## src/hw/cnt_pkg.sv

```systemverilog
package cnt_pkg;
  localparam int          VW           = 20;
  localparam logic [19:0] FULL_SCALE   = 20'hf423f;
  localparam logic [19:0] ALARM_MAX    = 20'h0270f;
  localparam logic [9:0]  ACT_UNIT_M1  = 10'h3e7;
  localparam int          NSET         = 10;
  localparam logic [7:0]  OFS_CTRL     = 8'h00;
  localparam logic [7:0]  OFS_SV1      = 8'h04;
  localparam logic [7:0]  OFS_SV2      = 8'h08;
  localparam logic [7:0]  OFS_FC       = 8'h0c;
  localparam logic [7:0]  OFS_BSV      = 8'h10;
  localparam logic [7:0]  OFS_SVLIM    = 8'h14;
  localparam logic [7:0]  OFS_FCLIM    = 8'h18;
  localparam logic [7:0]  OFS_BLIM     = 8'h1c;
  localparam logic [7:0]  OFS_THR1     = 8'h20;
  localparam logic [7:0]  OFS_THR2     = 8'h24;
  localparam logic [7:0]  OFS_RUN      = 8'h28;
  localparam logic [7:0]  OFS_STAT     = 8'h2c;
  localparam logic [7:0]  OFS_PV1      = 8'h30;
  localparam logic [7:0]  OFS_PV2      = 8'h34;
  localparam logic [7:0]  OFS_BATCH    = 8'h38;
  localparam logic [7:0]  OFS_DUAL     = 8'h3c;
  localparam logic [7:0]  OFS_MON1     = 8'h40;
  localparam logic [7:0]  OFS_MON2     = 8'h44;
  localparam int          CF_MODE      = 0;
  localparam int          CF_FCSEL     = 3;
  localparam int          CF_SWAP      = 4;
  localparam int          CF_SUB       = 5;
  localparam int          CF_FAST      = 6;
  localparam int          CF_RFAST     = 7;
  localparam int          CF_COL       = 8;
  localparam logic [31:0] CTRL_RST     = 32'h0;
  localparam logic [31:0] SV_RST       = 32'h0;
  localparam logic [31:0] LIM_RST      = {12'h0, FULL_SCALE};
  localparam int          CLK_NS       = 4;
  localparam int          MIN_W_SLOW_NS = 16_700_000;
  localparam int          MIN_W_FAST_NS = 100_000;
  localparam int          RST_W_SLOW_NS = 20_000_000;
  localparam int          RST_W_FAST_NS = 1_000_000;
  localparam int          CNT_SLOW_CYC = MIN_W_SLOW_NS / 2 / CLK_NS;
  localparam int          CNT_FAST_CYC = MIN_W_FAST_NS / 2 / CLK_NS;
  localparam int          RST_SLOW_CYC = RST_W_SLOW_NS / CLK_NS;
  localparam int          RST_FAST_CYC = RST_W_FAST_NS / CLK_NS;
  localparam int          FILT_W       = 23;
  typedef enum logic [2:0] {CFG_SINGLE, CFG_TWO_STAGE, CFG_BATCH, CFG_DUAL, CFG_TWIN} cfg_e;
  typedef enum logic [1:0] {COL_RED, COL_GREEN, COL_ORANGE} colour_e;
  typedef enum logic [3:0] {SEL_RED, SEL_GREEN, SEL_ORANGE, SEL_R_G, SEL_G_R,
                            SEL_R_O, SEL_O_R, SEL_G_O, SEL_O_G} colour_sel_e;
  typedef struct packed {
    logic count_input_one;
    logic count_input_two;
    logic reset_input_one;
    logic reset_input_two;
  } sensor_in_s;
  typedef struct packed {
    logic    control_output_one;
    logic    control_output_two;
    colour_e colour;
    logic    alarm;
  } panel_out_s;
endpackage : cnt_pkg

```

## src/hw/preset_counter_compare_logic.sv

```systemverilog
// The AHB-Lite slave port and the register offsets were decided locally.
`timescale 1ns/1ps
module preset_counter_compare_logic #(
  parameter int CNT_SLOW = cnt_pkg::CNT_SLOW_CYC,
  parameter int CNT_FAST = cnt_pkg::CNT_FAST_CYC,
  parameter int RST_SLOW = cnt_pkg::RST_SLOW_CYC,
  parameter int RST_FAST = cnt_pkg::RST_FAST_CYC
) (
  input  wire logic                hclk,
  input  wire logic                hresetn,
  input  wire logic                hsel,
  input  wire logic [31:0]         haddr,
  input  wire logic [1:0]          htrans,
  input  wire logic                hwrite,
  input  wire logic [2:0]          hsize,
  input  wire logic [31:0]         hwdata,
  input  wire logic                hready,
  output logic      [31:0]         hrdata,
  output logic                     hreadyout,
  output logic                     hresp,
  input  wire cnt_pkg::sensor_in_s sensor_in,
  output cnt_pkg::panel_out_s      panel_out
);
  import cnt_pkg::*;

  logic [31:0]     shadow_q [NSET];
  logic [31:0]     act_q    [NSET];
  logic            aw_q;
  logic [7:0]      aa_q;
  logic [31:0]     rdata_q;
  logic            run_q;
  logic            run_prev_q;
  logic            started_q;
  logic [VW-1:0]   pv1_q;
  logic [VW-1:0]   pv2_q;
  logic [VW-1:0]   batch_q;
  logic            bout_q;
  logic            control_output_one_q;
  logic            control_output_two_q;
  logic            control_output_one_d;
  logic            control_output_two_d;
  logic [1:0]      act_d;
  logic [1:0]      act_qv;
  logic [1:0]      alarm_w;
  logic [VW-1:0]   mon [2];
  logic [9:0]      sub [2];
  logic [3:0]      filt;
  logic [3:0]      edge_w;
  panel_out_s      pan_q;
  colour_e         colour_d;
  logic [31:0]     rd_d;

  function automatic logic [31:0] clampv(input logic [31:0] v, input logic [31:0] lo,
                                         input logic [31:0] hi);
    logic [31:0] r;
    r = v;
    if (v < lo) r = lo;
    if (v > hi) r = hi;
    return r;
  endfunction : clampv

  // ahb-lite slave, zero wait states; read data prepared in the address phase
  wire        take     = hsel & hready & htrans[1];
  wire [3:0]  widx     = aa_q[5:2];
  wire        wmapped  = (aa_q[1:0] == 2'b00) && (aa_q <= OFS_THR2);
  wire        run_wr   = aw_q && (aa_q == OFS_RUN);
  assign hreadyout = 1'b1;
  assign hresp     = 1'b0;
  assign hrdata    = rdata_q;

  // set value, forecast and batch writes limited by the shadow limits software sees right now; limits and thresholds by fixed ranges
  logic [31:0] wval;
  always_comb
  begin
    wval = hwdata;
    case (aa_q)
      OFS_SV1, OFS_SV2: wval = clampv(hwdata, 32'h0, shadow_q[OFS_SVLIM[5:2]]);
      OFS_FC:           wval = clampv(hwdata, 32'h0, shadow_q[OFS_FCLIM[5:2]]);
      OFS_BSV:          wval = clampv(hwdata, 32'h0, shadow_q[OFS_BLIM[5:2]]);
      OFS_SVLIM, OFS_FCLIM, OFS_BLIM:
        wval = clampv(hwdata, 32'h1, LIM_RST);
      OFS_THR1, OFS_THR2: wval = clampv(hwdata, 32'h0, {12'h0, ALARM_MAX});
      default:          wval = hwdata;
    endcase
  end

  always_ff @(posedge hclk or negedge hresetn)
  begin
    if (!hresetn)
    begin
      aw_q    <= 1'b0;
      aa_q    <= 8'h0;
      rdata_q <= 32'h0;
    end
    else
    begin
      aw_q    <= take & hwrite;
      aa_q    <= haddr[7:0];
      rdata_q <= (take & ~hwrite) ? rd_d : rdata_q;
    end
  end

  // settings are edited in the shadow copy and only take effect on run entry
  wire apply   = run_q & ~run_prev_q;
  wire changed = (shadow_q != act_q);
  wire clear   = apply & changed;

  generate
    for (genvar i = 0; i < NSET; i++)
    begin : g_set
      localparam logic [31:0] RV = (i == 0) ? CTRL_RST :
                                   (i >= 5 && i <= 7) ? LIM_RST : SV_RST;
      always_ff @(posedge hclk or negedge hresetn)
      begin
        if (!hresetn)
        begin
          shadow_q[i] <= RV;
          act_q[i]    <= RV;
        end
        else
        begin
          if (aw_q && wmapped && widx == 4'(i))
            shadow_q[i] <= wval;
          if (apply)
            act_q[i] <= shadow_q[i];
        end
      end
    end
  endgenerate

  always_ff @(posedge hclk or negedge hresetn)
  begin
    if (!hresetn)
    begin
      run_q      <= 1'b0;
      run_prev_q <= 1'b0;
      started_q  <= 1'b0;
    end
    else
    begin
      run_q      <= run_wr ? hwdata[0] : run_q;
      run_prev_q <= run_q;
      started_q  <= started_q | apply;
    end
  end

  // active settings
  wire [31:0]     ctrl   = act_q[0];
  wire cfg_e      cfg    = cfg_e'(ctrl[CF_MODE +: 3]);
  wire            fcsel  = ctrl[CF_FCSEL];
  wire            swap   = ctrl[CF_SWAP];
  wire            dsub   = ctrl[CF_SUB];
  wire colour_sel_e csel = colour_sel_e'(ctrl[CF_COL +: 4]);
  wire [VW-1:0]   sv1    = act_q[OFS_SV1[5:2]][VW-1:0];
  wire [VW-1:0]   sv2    = act_q[OFS_SV2[5:2]][VW-1:0];
  wire [VW-1:0]   fcv    = act_q[OFS_FC[5:2]][VW-1:0];
  wire [VW-1:0]   bsv    = act_q[OFS_BSV[5:2]][VW-1:0];
  wire [VW-1:0]   thr [2];
  assign thr[0] = act_q[OFS_THR1[5:2]][VW-1:0];
  assign thr[1] = act_q[OFS_THR2[5:2]][VW-1:0];

  // sync then debounce filter; the count filter is half the shortest legal width, the reset filter the full reset width,
  // so a pulse meeting the sensor timing is seen once and chatter is not
  wire [3:0] raw = {sensor_in.count_input_one, sensor_in.count_input_two,
                    sensor_in.reset_input_one, sensor_in.reset_input_two};
  generate
    for (genvar i = 0; i < 4; i++)
    begin : g_in
      logic              s1_q;
      logic              s2_q;
      logic              f_q;
      logic              fp_q;
      logic [FILT_W-1:0] c_q;
      wire  [FILT_W-1:0] lim = (i >= 2) ?
        (ctrl[CF_FAST] ? FILT_W'(CNT_FAST) : FILT_W'(CNT_SLOW)) :
        (ctrl[CF_RFAST] ? FILT_W'(RST_FAST) : FILT_W'(RST_SLOW));
      always_ff @(posedge hclk or negedge hresetn)
      begin
        if (!hresetn)
        begin
          s1_q <= 1'b0;
          s2_q <= 1'b0;
          f_q  <= 1'b0;
          fp_q <= 1'b0;
          c_q  <= '0;
        end
        else
        begin
          s1_q <= raw[i];
          s2_q <= s1_q;
          fp_q <= f_q;
          if (s2_q == f_q)
            c_q <= '0;
          else if (c_q >= lim - FILT_W'(1))
          begin
            f_q <= s2_q;
            c_q <= '0;
          end
          else
            c_q <= c_q + FILT_W'(1);
        end
      end
      assign filt[i]   = f_q;
      assign edge_w[i] = f_q & ~fp_q;
    end
  endgenerate

  wire rst1 = filt[1];
  wire rst2 = filt[0];
  // dual and twin count both channels upward only
  wire inc1 = edge_w[3] & started_q & ~rst1;
  wire inc2 = edge_w[2] & started_q & ~rst2 & (cfg == CFG_DUAL || cfg == CFG_TWIN);
  wire complete = (cfg == CFG_BATCH) && started_q && (sv1 != '0) && (pv1_q >= sv1);

  function automatic logic [VW-1:0] wrap_inc(input logic [VW-1:0] v);
    return (v >= FULL_SCALE) ? '0 : v + VW'(1);
  endfunction : wrap_inc

  always_ff @(posedge hclk or negedge hresetn)
  begin
    if (!hresetn)
    begin
      pv1_q   <= '0;
      pv2_q   <= '0;
      batch_q <= '0;
      bout_q  <= 1'b0;
    end
    else
    begin
      if (clear || rst1 || complete)
        pv1_q <= '0;
      else if (inc1)
        pv1_q <= wrap_inc(pv1_q);
      if (clear || rst2)
        pv2_q <= '0;
      else if (inc2)
        pv2_q <= wrap_inc(pv2_q);
      if (clear || (cfg == CFG_BATCH && rst2))
        batch_q <= '0;
      else if (complete)
        batch_q <= wrap_inc(batch_q);
      if (clear || (cfg == CFG_BATCH && rst2))
        bout_q <= 1'b0;
      else if (cfg == CFG_BATCH && bsv != '0 && batch_q >= bsv)
        bout_q <= 1'b1;
    end
  end

  // stage one threshold; forecast is a deviation below set value two
  wire [VW-1:0]  fc_thr  = (fcv >= sv2) ? '0 : sv2 - fcv;
  wire [VW-1:0]  thr1    = fcsel ? fc_thr : sv1;
  wire           stage1  = started_q && pv1_q >= thr1;
  wire           stage2  = started_q && pv1_q >= sv2;
  wire signed [VW:0] dual = dsub ? $signed({1'b0, pv1_q}) - $signed({1'b0, pv2_q})
                                 : $signed({1'b0, pv1_q}) + $signed({1'b0, pv2_q});
  wire           dual_hit = started_q && dual >= $signed({1'b0, sv1});

  always_comb
  begin
    control_output_one_d = 1'b0;
    control_output_two_d = 1'b0;
    case (cfg)
      CFG_SINGLE:
      begin
        control_output_one_d = started_q && pv1_q >= sv1;
        control_output_two_d = control_output_one_d;
      end
      CFG_TWO_STAGE:
      begin
        control_output_one_d = swap ? stage2 : stage1;
        control_output_two_d = swap ? stage1 : stage2;
      end
      CFG_BATCH:
      begin
        control_output_one_d = bout_q;
        control_output_two_d = complete;
      end
      CFG_DUAL:
      begin
        control_output_one_d = dual_hit;
        control_output_two_d = dual_hit;
      end
      CFG_TWIN:
      begin
        control_output_one_d = started_q && pv1_q >= sv1;
        control_output_two_d = started_q && pv2_q >= sv2;
      end
      default:
      begin
        control_output_one_d = 1'b0;
        control_output_two_d = 1'b0;
      end
    endcase
  end

  assign act_d  = {control_output_two_d, control_output_one_d};
  assign act_qv = {control_output_two_q, control_output_one_q};

  // activation counters keep thousands directly so the monitor needs no divider
  generate
    for (genvar k = 0; k < 2; k++)
    begin : g_act
      logic [9:0]    s_q;
      logic [VW-1:0] m_q;
      wire           rise = act_d[k] & ~act_qv[k] & ~clear;
      always_ff @(posedge hclk or negedge hresetn)
      begin
        if (!hresetn)
        begin
          s_q <= '0;
          m_q <= '0;
        end
        else if (rise)
        begin
          s_q <= (s_q == ACT_UNIT_M1) ? '0 : s_q + 10'(1);
          if (s_q == ACT_UNIT_M1)
            m_q <= m_q + VW'(1);
        end
      end
      assign sub[k]     = s_q;
      assign mon[k]     = m_q;
      assign alarm_w[k] = (thr[k] != '0) &&
                          (m_q > thr[k] || (m_q == thr[k] && s_q != '0));
    end
  endgenerate

  // twin watches either output; otherwise output two (mirrors one on 1-stage)
  wire mon_st = (cfg == CFG_TWIN) ? (control_output_one_q | control_output_two_q) : control_output_two_q;
  always_comb
  begin
    case (csel)
      SEL_RED:    colour_d = COL_RED;
      SEL_GREEN:  colour_d = COL_GREEN;
      SEL_ORANGE: colour_d = COL_ORANGE;
      SEL_R_G:    colour_d = mon_st ? COL_GREEN : COL_RED;
      SEL_G_R:    colour_d = mon_st ? COL_RED : COL_GREEN;
      SEL_R_O:    colour_d = mon_st ? COL_ORANGE : COL_RED;
      SEL_O_R:    colour_d = mon_st ? COL_RED : COL_ORANGE;
      SEL_G_O:    colour_d = mon_st ? COL_ORANGE : COL_GREEN;
      SEL_O_G:    colour_d = mon_st ? COL_GREEN : COL_ORANGE;
      default:    colour_d = COL_RED;
    endcase
  end

  always_ff @(posedge hclk or negedge hresetn)
  begin
    if (!hresetn)
    begin
      control_output_one_q <= 1'b0;
      control_output_two_q <= 1'b0;
      pan_q  <= '0;
    end
    else
    begin
      control_output_one_q <= control_output_one_d & ~clear;
      control_output_two_q <= control_output_two_d & ~clear;
      pan_q  <= '{control_output_one: control_output_one_q, control_output_two: control_output_two_q,
                  colour: colour_d, alarm: |alarm_w};
    end
  end
  assign panel_out = pan_q;

  // monitor registers are read-only: writes to them fall outside wmapped
  always_comb
  begin
    rd_d = 32'h0;
    case (haddr[7:0])
      OFS_CTRL, OFS_SV1, OFS_SV2, OFS_FC, OFS_BSV, OFS_SVLIM, OFS_FCLIM,
      OFS_BLIM, OFS_THR1, OFS_THR2:
        rd_d = shadow_q[haddr[5:2]];
      OFS_RUN:   rd_d = {31'h0, run_q};
      OFS_STAT:  rd_d = {25'h0, alarm_w, pan_q.colour, started_q, control_output_two_q, control_output_one_q};
      OFS_PV1:   rd_d = {12'h0, pv1_q};
      OFS_PV2:   rd_d = {12'h0, pv2_q};
      OFS_BATCH: rd_d = {12'h0, batch_q};
      OFS_DUAL:  rd_d = {{(32-VW-1){dual[VW]}}, dual};
      OFS_MON1:  rd_d = {12'h0, mon[0]};
      OFS_MON2:  rd_d = {12'h0, mon[1]};
      default:   rd_d = 32'h0;
    endcase
  end

  a_colour_fixed: assert property (@(posedge hclk) disable iff (!hresetn)
    csel == SEL_GREEN |=> pan_q.colour == COL_GREEN) else $error("fixed colour wrong");
  a_colour_twin: assert property (@(posedge hclk) disable iff (!hresetn)
    cfg == CFG_TWIN && csel == SEL_R_G && (control_output_one_q || control_output_two_q)
    |=> pan_q.colour == COL_GREEN) else $error("twin colour wrong");
  a_forecast_now: assert property (@(posedge hclk) disable iff (!hresetn)
    cfg == CFG_TWO_STAGE && fcsel && !swap && fcv >= sv2 && started_q && !clear
    |=> control_output_one_q) else $error("forecast not immediate");
  a_alloc_swap: assert property (@(posedge hclk) disable iff (!hresetn)
    cfg == CFG_TWO_STAGE && swap && !clear |=> control_output_one_q == $past(stage2))
    else $error("allocation wrong");
  // a lowered limit does not re-clamp a stored value, so only check on entry
  a_sv_clamp: assert property (@(posedge hclk) disable iff (!hresetn)
    aw_q && aa_q == OFS_SV1 |=> shadow_q[OFS_SV1[5:2]] <= shadow_q[OFS_SVLIM[5:2]])
    else $error("set value over limit");
  a_fclim_range: assert property (@(posedge hclk) disable iff (!hresetn)
    shadow_q[OFS_FCLIM[5:2]] >= 32'h1 && shadow_q[OFS_FCLIM[5:2]] <= LIM_RST)
    else $error("forecast limit out of range");
  a_batch_inc: assert property (@(posedge hclk) disable iff (!hresetn)
    complete && !clear && !rst2 && batch_q < FULL_SCALE
    |=> batch_q == $past(batch_q) + VW'(1) && pv1_q == '0) else $error("batch step");
  a_dual_out: assert property (@(posedge hclk) disable iff (!hresetn)
    cfg == CFG_DUAL && dual_hit && !clear |=> control_output_one_q && control_output_two_q)
    else $error("dual output missing");
  a_mon_step: assert property (@(posedge hclk) disable iff (!hresetn)
    g_act[0].rise && sub[0] == ACT_UNIT_M1 |=> mon[0] == $past(mon[0]) + VW'(1))
    else $error("monitor step");
  a_alarm_raise: assert property (@(posedge hclk) disable iff (!hresetn)
    (thr[0] != '0 && mon[0] == thr[0] && sub[0] != '0) || (thr[1] != '0 && mon[1] > thr[1])
    |=> pan_q.alarm) else $error("alarm missing");
  a_apply_clear: assert property (@(posedge hclk) disable iff (!hresetn)
    clear |=> pv1_q == '0 && pv2_q == '0 && !control_output_one_q && !control_output_two_q)
    else $error("apply did not clear");
  a_edge_once: assert property (@(posedge hclk) disable iff (!hresetn)
    edge_w[3] |=> !edge_w[3]) else $error("edge longer than a cycle");
  c_forecast: cover property (@(posedge hclk) cfg == CFG_TWO_STAGE && fcsel && control_output_one_q);
  c_batch_out: cover property (@(posedge hclk) bout_q);
  c_alarm: cover property (@(posedge hclk) pan_q.alarm);
endmodule : preset_counter_compare_logic

```

## config.mk

```make
export PLATFORM = sky130hd
export DESIGN_NAME = preset_counter_compare_logic
export DESIGN_NICKNAME = d
export VERILOG_FILES = /design/src/hw/cnt_pkg.sv /design/src/hw/preset_counter_compare_logic.sv
export SDC_FILE = /design/constraint.sdc
export NUM_CORES = 2
export LEC_CHECK = 0
export ABC_CLOCK_PERIOD_IN_PS = 13600
export CORE_ASPECT_RATIO = 2
export CORE_MARGIN = 1
export CORE_UTILIZATION = 50
export DETAILED_ROUTE_END_ITERATION = 6
export DONT_BUFFER_PORTS = 1
export GPL_ROUTABILITY_DRIVEN = 0
export SLEW_MARGIN = 0
export SYNTH_ARGS = -nofsm -noshare
export SYNTH_HDL_FRONTEND = slang
export SYNTH_SLANG_ARGS = --single-unit
```

## constraint.sdc

```tcl
create_clock -name hclk -period 13.6 [get_ports hclk]
set_input_delay 2.04 -clock hclk [delete_from_list [all_inputs] [get_ports hclk]]
set_output_delay 2.04 -clock hclk [all_outputs]
set_load 0.02 [all_outputs]
```

* Yosys cells after proc, flatten, opt, wreduce, memory -nomap -nowiden
Cells that the tools add are included.
Widths: inputs -> output; s select.
** Storage, ports and cells
- Flip-flop bits (word level) :: 918
- Bits in latches :: 0
- Bits in writable memories :: 0
- ROM bits :: 0
- Input bits :: 78
- Output and inout bits :: 39
- Word-level logic and storage cells :: 302
- Memories :: 0
** Operators by class
- $add $sub $neg :: 16
- Multipliers :: 0
- Divide/modulo/power cells :: 0
- Order comparisons :: 25
- Equal/unequal tests :: 57
- Shift-type cells :: 0
- Multiplexer cells :: 50
- Bitwise logic cells :: 35
- Reduce and logical (&&, ||, !) cells :: 61
** Operators with widths (count)
- $ne 320x320->1 :: 1
- $mux 32 :: 9
- $pmux 32 s9 :: 1
- $mux 20 :: 11
- $mux 23 :: 9
- $pmux 32 s5 :: 1
- $bmux 32 s4 :: 1
- $ge 20x20->1 :: 6
- $add 20x1->20 const B :: 5
- $gt 32x32->1 :: 3
- $add 23x1->23 const B :: 4
- $ge 23x23->1 :: 4
- $eq 8x6->1 const B :: 11
- $reduce_bool 20->1 :: 4
- $eq 8x5->1 const B :: 8
- $lt 32x1->1 const B :: 2
- $ge 20x20->1 const B :: 3
- $mux 21 :: 2
- $eq 20x20->1 :: 2
- $gt 20x20->1 :: 2
- $eq 4x3->1 const B :: 8
- $eq 8x4->1 const B :: 4
- $gt 32x14->1 const B :: 1
- $gt 32x20->1 const B :: 1
- other kinds (41) :: 141

* Longest topological paths before layout
- Word-level depth :: 10
- Gate-level depth with buffers :: 27
- Depth with buffers taken out :: 25

* Least setup slack after synthesis
OpenSTA, ideal clock, no wires.
- Kind :: reg2reg
- Start :: reg pv2_q[3]
- End :: reg g_act[0].m_q[1]
- Data arrival time :: 5366 ps
- Required time :: 13475 ps
- Setup slack :: 8110 ps
- Cell stages (with the launch flop) :: 27
- Cells stage by stage :: dfrtp_1 buf_2 or3_4 nor4_1 a21oi_1 nor2_1 o21ai_0 xnor2_1 ha_1 and3_1 nand2_1 nor2_1 a2111oi_0 a21oi_1 a21o_1 a21oi_1 xnor2_1 ha_1 nand2_1 a21oi_1 a2111oi_0 a2111oi_0 nand3_1 a211o_1 buf_6 nor2_1 mux2_2
** On the way
- Word-level cells in the longest chain between the ends :: 8
- Elaborated cells on any way between the ends :: 9
- Classes of those cells :: 2 x add/sub; 1 x order compare; 2 x mux; 2 x bitwise; 2 x reduce/logical
** Ends and longest elaborated chain
- start: declaration :: RTL line preset_counter_compare_logic.sv:35 : logic [VW-1:0] pv2_q;
- start signal: assignment :: RTL line preset_counter_compare_logic.sv:237 : pv2_q <= wrap_inc(pv2_q);
- $add 20x20->21 or $sub 20x20->21 (tied branches) :: RTL line preset_counter_compare_logic.sv:255, preset_counter_compare_logic.sv:254
- $mux 21 * :: RTL line preset_counter_compare_logic.sv:254 : wire signed [VW:0] dual = dsub ? $signed({1'b0, pv1_q}) - $signed({1'b0, pv2_q})
- $ge 21x21->1 * :: RTL line preset_counter_compare_logic.sv:256 : wire dual_hit = started_q && dual >= $signed({1'b0, sv1});
- $logic_and 1x1->1 * :: RTL line preset_counter_compare_logic.sv:256
- $pmux 1 s4 * :: RTL line preset_counter_compare_logic.sv:262 : case (cfg)
- $and 1x1->1 * (2 in series) :: RTL line preset_counter_compare_logic.sv:305 : wire rise = act_d[k] & ~act_qv[k] & ~clear;
- $reduce_and 2->1 (no line) *
- end signal: assignment :: RTL line preset_counter_compare_logic.sv:317 : m_q <= m_q + VW'(1);
- end: declaration :: RTL line preset_counter_compare_logic.sv:304 : logic [VW-1:0] m_q;
Every way passes the cells marked *; elsewhere a longest branch is shown, timed or not.
A chain may end at the register's enable or synchronous reset.

* Final worst setup path
- Start :: reg act_q[224] (netlist bit)
- End :: reg g_act[0].m_q[1]
** On the way
- Word-level cells in the longest chain between the ends :: 10
- Elaborated cells on any way between the ends :: 16
- Classes of those cells :: 1 x add/sub; 3 x order compare; 1 x eq/ne; 4 x mux; 4 x bitwise; 3 x reduce/logical
** Ends and longest elaborated chain
- start: declaration :: RTL line preset_counter_compare_logic.sv:27 : logic [31:0] act_q [NSET];
- start signal: indexed assignment :: RTL line preset_counter_compare_logic.sv:125 : act_q[i] <= shadow_q[i];
- $sub 20x20->20 or $ge 20x20->1 (tied branches) :: RTL line preset_counter_compare_logic.sv:250 : wire [VW-1:0] fc_thr = (fcv >= sv2) ? '0 : sv2 - fcv;
- $mux 20 :: RTL line preset_counter_compare_logic.sv:250
- $mux 20 :: RTL line preset_counter_compare_logic.sv:251 : wire [VW-1:0] thr1 = fcsel ? fc_thr : sv1;
- $ge 20x20->1 :: RTL line preset_counter_compare_logic.sv:252 : wire stage1 = started_q && pv1_q >= thr1;
- $logic_and 1x1->1 :: RTL line preset_counter_compare_logic.sv:252
- $mux 1 :: RTL line preset_counter_compare_logic.sv:270 : control_output_one_d = swap ? stage2 : stage1;
- $pmux 1 s4 :: RTL line preset_counter_compare_logic.sv:262
- $and 1x1->1 :: RTL line preset_counter_compare_logic.sv:305
- $and 1x1->1 * :: RTL line preset_counter_compare_logic.sv:305
- $reduce_and 2->1 (no line) *
Marks and branches as above.

==> key figures <==
Clock tree
  • Hold-fix buffers, CTS: 0
  • PostCTS Resize Cnt: 0
  • CTS root buf: clkbuf_16
  • CTS tree: built
  • # H-tree levels: 3
  • Worst-skew pair later-pin latency: 0.75 ns
  • CTS max path bufs: 3
  • CTS Buf Count: 88
  • CTS clock-pin slew for the worst setup and hold paths: 0.07 ns
  • Sink Count: 918
  • Post-CTS setup buffers: 0

STA
  • Max Freq: 126.3 MHz
  • Clock Skew: 0.03930 ns
  • Slew headroom: 0.001827
  • Finish-stage setup viols: 0
  • Hold WS: 0.3524 ns
  • Final Hold Viols: 0
  • Tmin final: 7.915 ns
  • Crit share post-route: 0.5820
  • RSZ-0062 raised after global routing: false
  • Final count of pins violating max slew: 0
  • Worst Tran Pin Value: 1.497 ns
  • Sum of negative setup slack: 0 ns

Global routing
  • First-pass GRT wire length: 293.7 mm
  • Largest net degree at the start of global routing: 919
  • GRT Overall Usage: 0.3861
  • Grt total ovfl: 0
  • Vias in the first global route: 41665
  • Initial antenna violation count: 19

Logic synthesis
  • Flops & latches, synth: 918
  • Async set or reset register ratio after synthesis: 1.000
  • Mean Syn Cell Area: 10.06 um^2
  • Dominant cell type by area after synthesis: dfrtp_1
  • EDFF count, synth: 0
  • Gate Count Post-Synth: 5284
  • Yosys warns: 0
  • Cell Area, Synth: 0.05316 mm^2
  • Top FF cell, synth: dfrtp_1
  • Largest cells by area after synthesis: dfrtp_1 40%, ha_1 8.5%, mux2_2 4.9%
  • Post-synth cell types: 88
  • Sequential share of the synthesized area: 0.4339
  • Top cells by count, synth: 846 x dfrtp_1, 502 x nand2_1, 417 x o21ai_0
  • Synth top area share: 0.3983
  • Top-count cell post-synth: dfrtp_1

Floorplanning
  • Core box area: 0.1051 mm^2
  • Initial Util: 0.5058
  • Row cnt: 168
  • Die area: 0.1077 mm^2
  • Die Span X: 232.6 um
  • # IOs: 117
  • Die Ht: 463.1 um

Outcome
  • Outcome: finished with violations
  • Failing checks: design-rule violations

Place
  • Port Buffers: 0
  • Placed cell areas: 0.05453 mm^2
  • HPWL Detailed: 151.4 mm

Layout
  • Fillers: 9536
  • Post-route cell area: 0.05784 mm^2
  • Final #Nets: 5659
  • Ratio of cells with drive above 1 in the final layout: 0.1209
  • Synthesis-to-layout area growth: 8.810%

Power
  • Int Pwr: 4604 uW
  • PD cells: 113.6 mW/mm^2
  • Sequential power share: 0.444
  • Switch share: 0.2991
  • Maximum VDD drop: 0.1038 mV
  • Clock power share: 0.406
  • P_sw: 1964 uW
  • Leak pwr: 0.02716 uW
  • Combinational power share: 0.151

Detailed routing
  • Aggregate routed wire length: 205.1 mm
  • Drt first pass iters: 7
  • Vias: 42134
  • Post-DRT Antenna Nets: 0
  • DR iter-0 viols: 3756
  • DRC viols: 1
  • WL/cell: 30.78 um
  • Vias per std cell: 6.323

Setup path
  • Slowest-stage cell, CP: a221oi_1
  • Arr. time, crit path: 8.53 ns
  • Crit path kind: register to register
  • Critical Path Start Type: register
  • CP Max Fanout: 37
  • Max stage delay on crit path: 1.27 ns
  • CP most frequent cell: a21oi_1
  • Critical Path End Type: register
  • Cell family with most CP delay: compound AO/OA/AOI/OAI gates
  • Worst EP required: 14.22 ns
  • CP bufs+invs: 3

Worst hold path
  • Hold crit path type: register to register

Run
  • Max-cap viol count: 0
## stage by stage
step	util	setup WS, ns	power, uW	std cells
after global routing	0.5501	5.404	6741	6654
final	0.5503	5.685	6568	6664
after floorplan	-	8.110	3457	5286
after detailed placement	0.5189	6.174	3824	6477
after global placement	0.5189	6.239	3806	6477
after CTS	0.5478	6.144	6461	6643
## registers in the layout, indices dropped and copies added, names as in the netlist, 2 cells and up
register	cells
g_in.f_q	4
g_act.s_q	20
g_in.s1_q	4
panel_out	5
g_in.s2_q	4
shadow_q	320
pv2_q	20
hrdata	32
g_in.fp_q	2
ctrl	32
g_in.c_q	92
aa_q	8
batch_q	20
pv1_q	20
act_q	288
g_act.m_q	40
## kinds of logic (layout without fill, tap and decap cells)
family                   count (synthesis)  count (layout)  synth area share
flip-flops                             918             918            0.4339
adder cells (fa/ha/maj)                364             364           0.08596
multiplexers                           359             359           0.08806
AND/OR/NAND/NOR                       1499            1499            0.1365
other                                    2              15         0.0001413
buffers and inverters                  509             516           0.03663
XOR/XNOR                               517             517           0.08518
AO/OA/AOI/OAI                         1116            1116            0.1337
## path summary, 6_finish.rpt
| kind | from | end | slack [ns] | cells after the start |
|---|---|---|---|---|
| max | act_q[224]$_DFFE_PN0P_ | g_act[0].m_q[1]$_DFFE_PN0P_ | 5.69 | 25 |
| max in group asynchronous | hresetn | shadow_q[26]$_DFFE_PN0P_ | 9.73 | 3 |
| max reg2reg | act_q[224]$_DFFE_PN0P_ | g_act[0].m_q[1]$_DFFE_PN0P_ | 5.69 | 25 |
| min reg2reg | g_in[2].s1_q$_DFF_PN0_ | g_in[2].s2_q$_DFF_PN0_ | 0.35 | 0 |
| min | g_in[2].s1_q$_DFF_PN0_ | g_in[2].s2_q$_DFF_PN0_ | 0.35 | 0 |
| min in group asynchronous | hresetn | pv1_q[17]$_DFFE_PN0P_ | 1.02 | 0 |
## power by group through the flow
stage	sequential, uW	combinational, uW	clock (uW)
2_1_floorplan	2930	527	0
3_3_place_gp	2960	847	0
3_5_place_dp	2960	861	0
4_1_cts	2910	865	2680
5_1_grt	2920	1040	2780
6_report	2910	990	2660
## cell type report
type / instances / area [um^2] / area share
repair buffers: 68 / 630.6 / 0.01090
inverters: 282 / 1059 / 0.01830
flip-flops and latches: 918 / 23060 / 0.3987
well taps: 1360 / 1702 / 0.02942
clock buffers: 130 / 2521 / 0.04359
diodes: 11 / 27.53 / 0.0004759
multi-input cells: 3859 / 28320 / 0.4896
clock inverters: 36 / 520.5 / 0.008999
## cells in the final DEF (no fill, tap or decap), drive strengths merged, types with 67 or more instances in the layout
cell type,count
ha,362
buf,67
o21ai,424
dfrtp,846
xnor2,285
clkbuf,131
mux2,229
inv,283
nor4,100
nor2,314
nand3,127
nand2,502
a21oi,208
nand4,138
dfstp,72
xor2,232
a21o,102
## metal layers
metal	vias up	routed length, um	global-route usage
met5	-	118	0
met4	18	26420	0.4123
met3	731	13670	0.09676
met2	1632	97460	0.6227
met1	20965	67460	0.3874
li1	18788	-	-
Note: power is estimated with default switching activity, not from simulation.
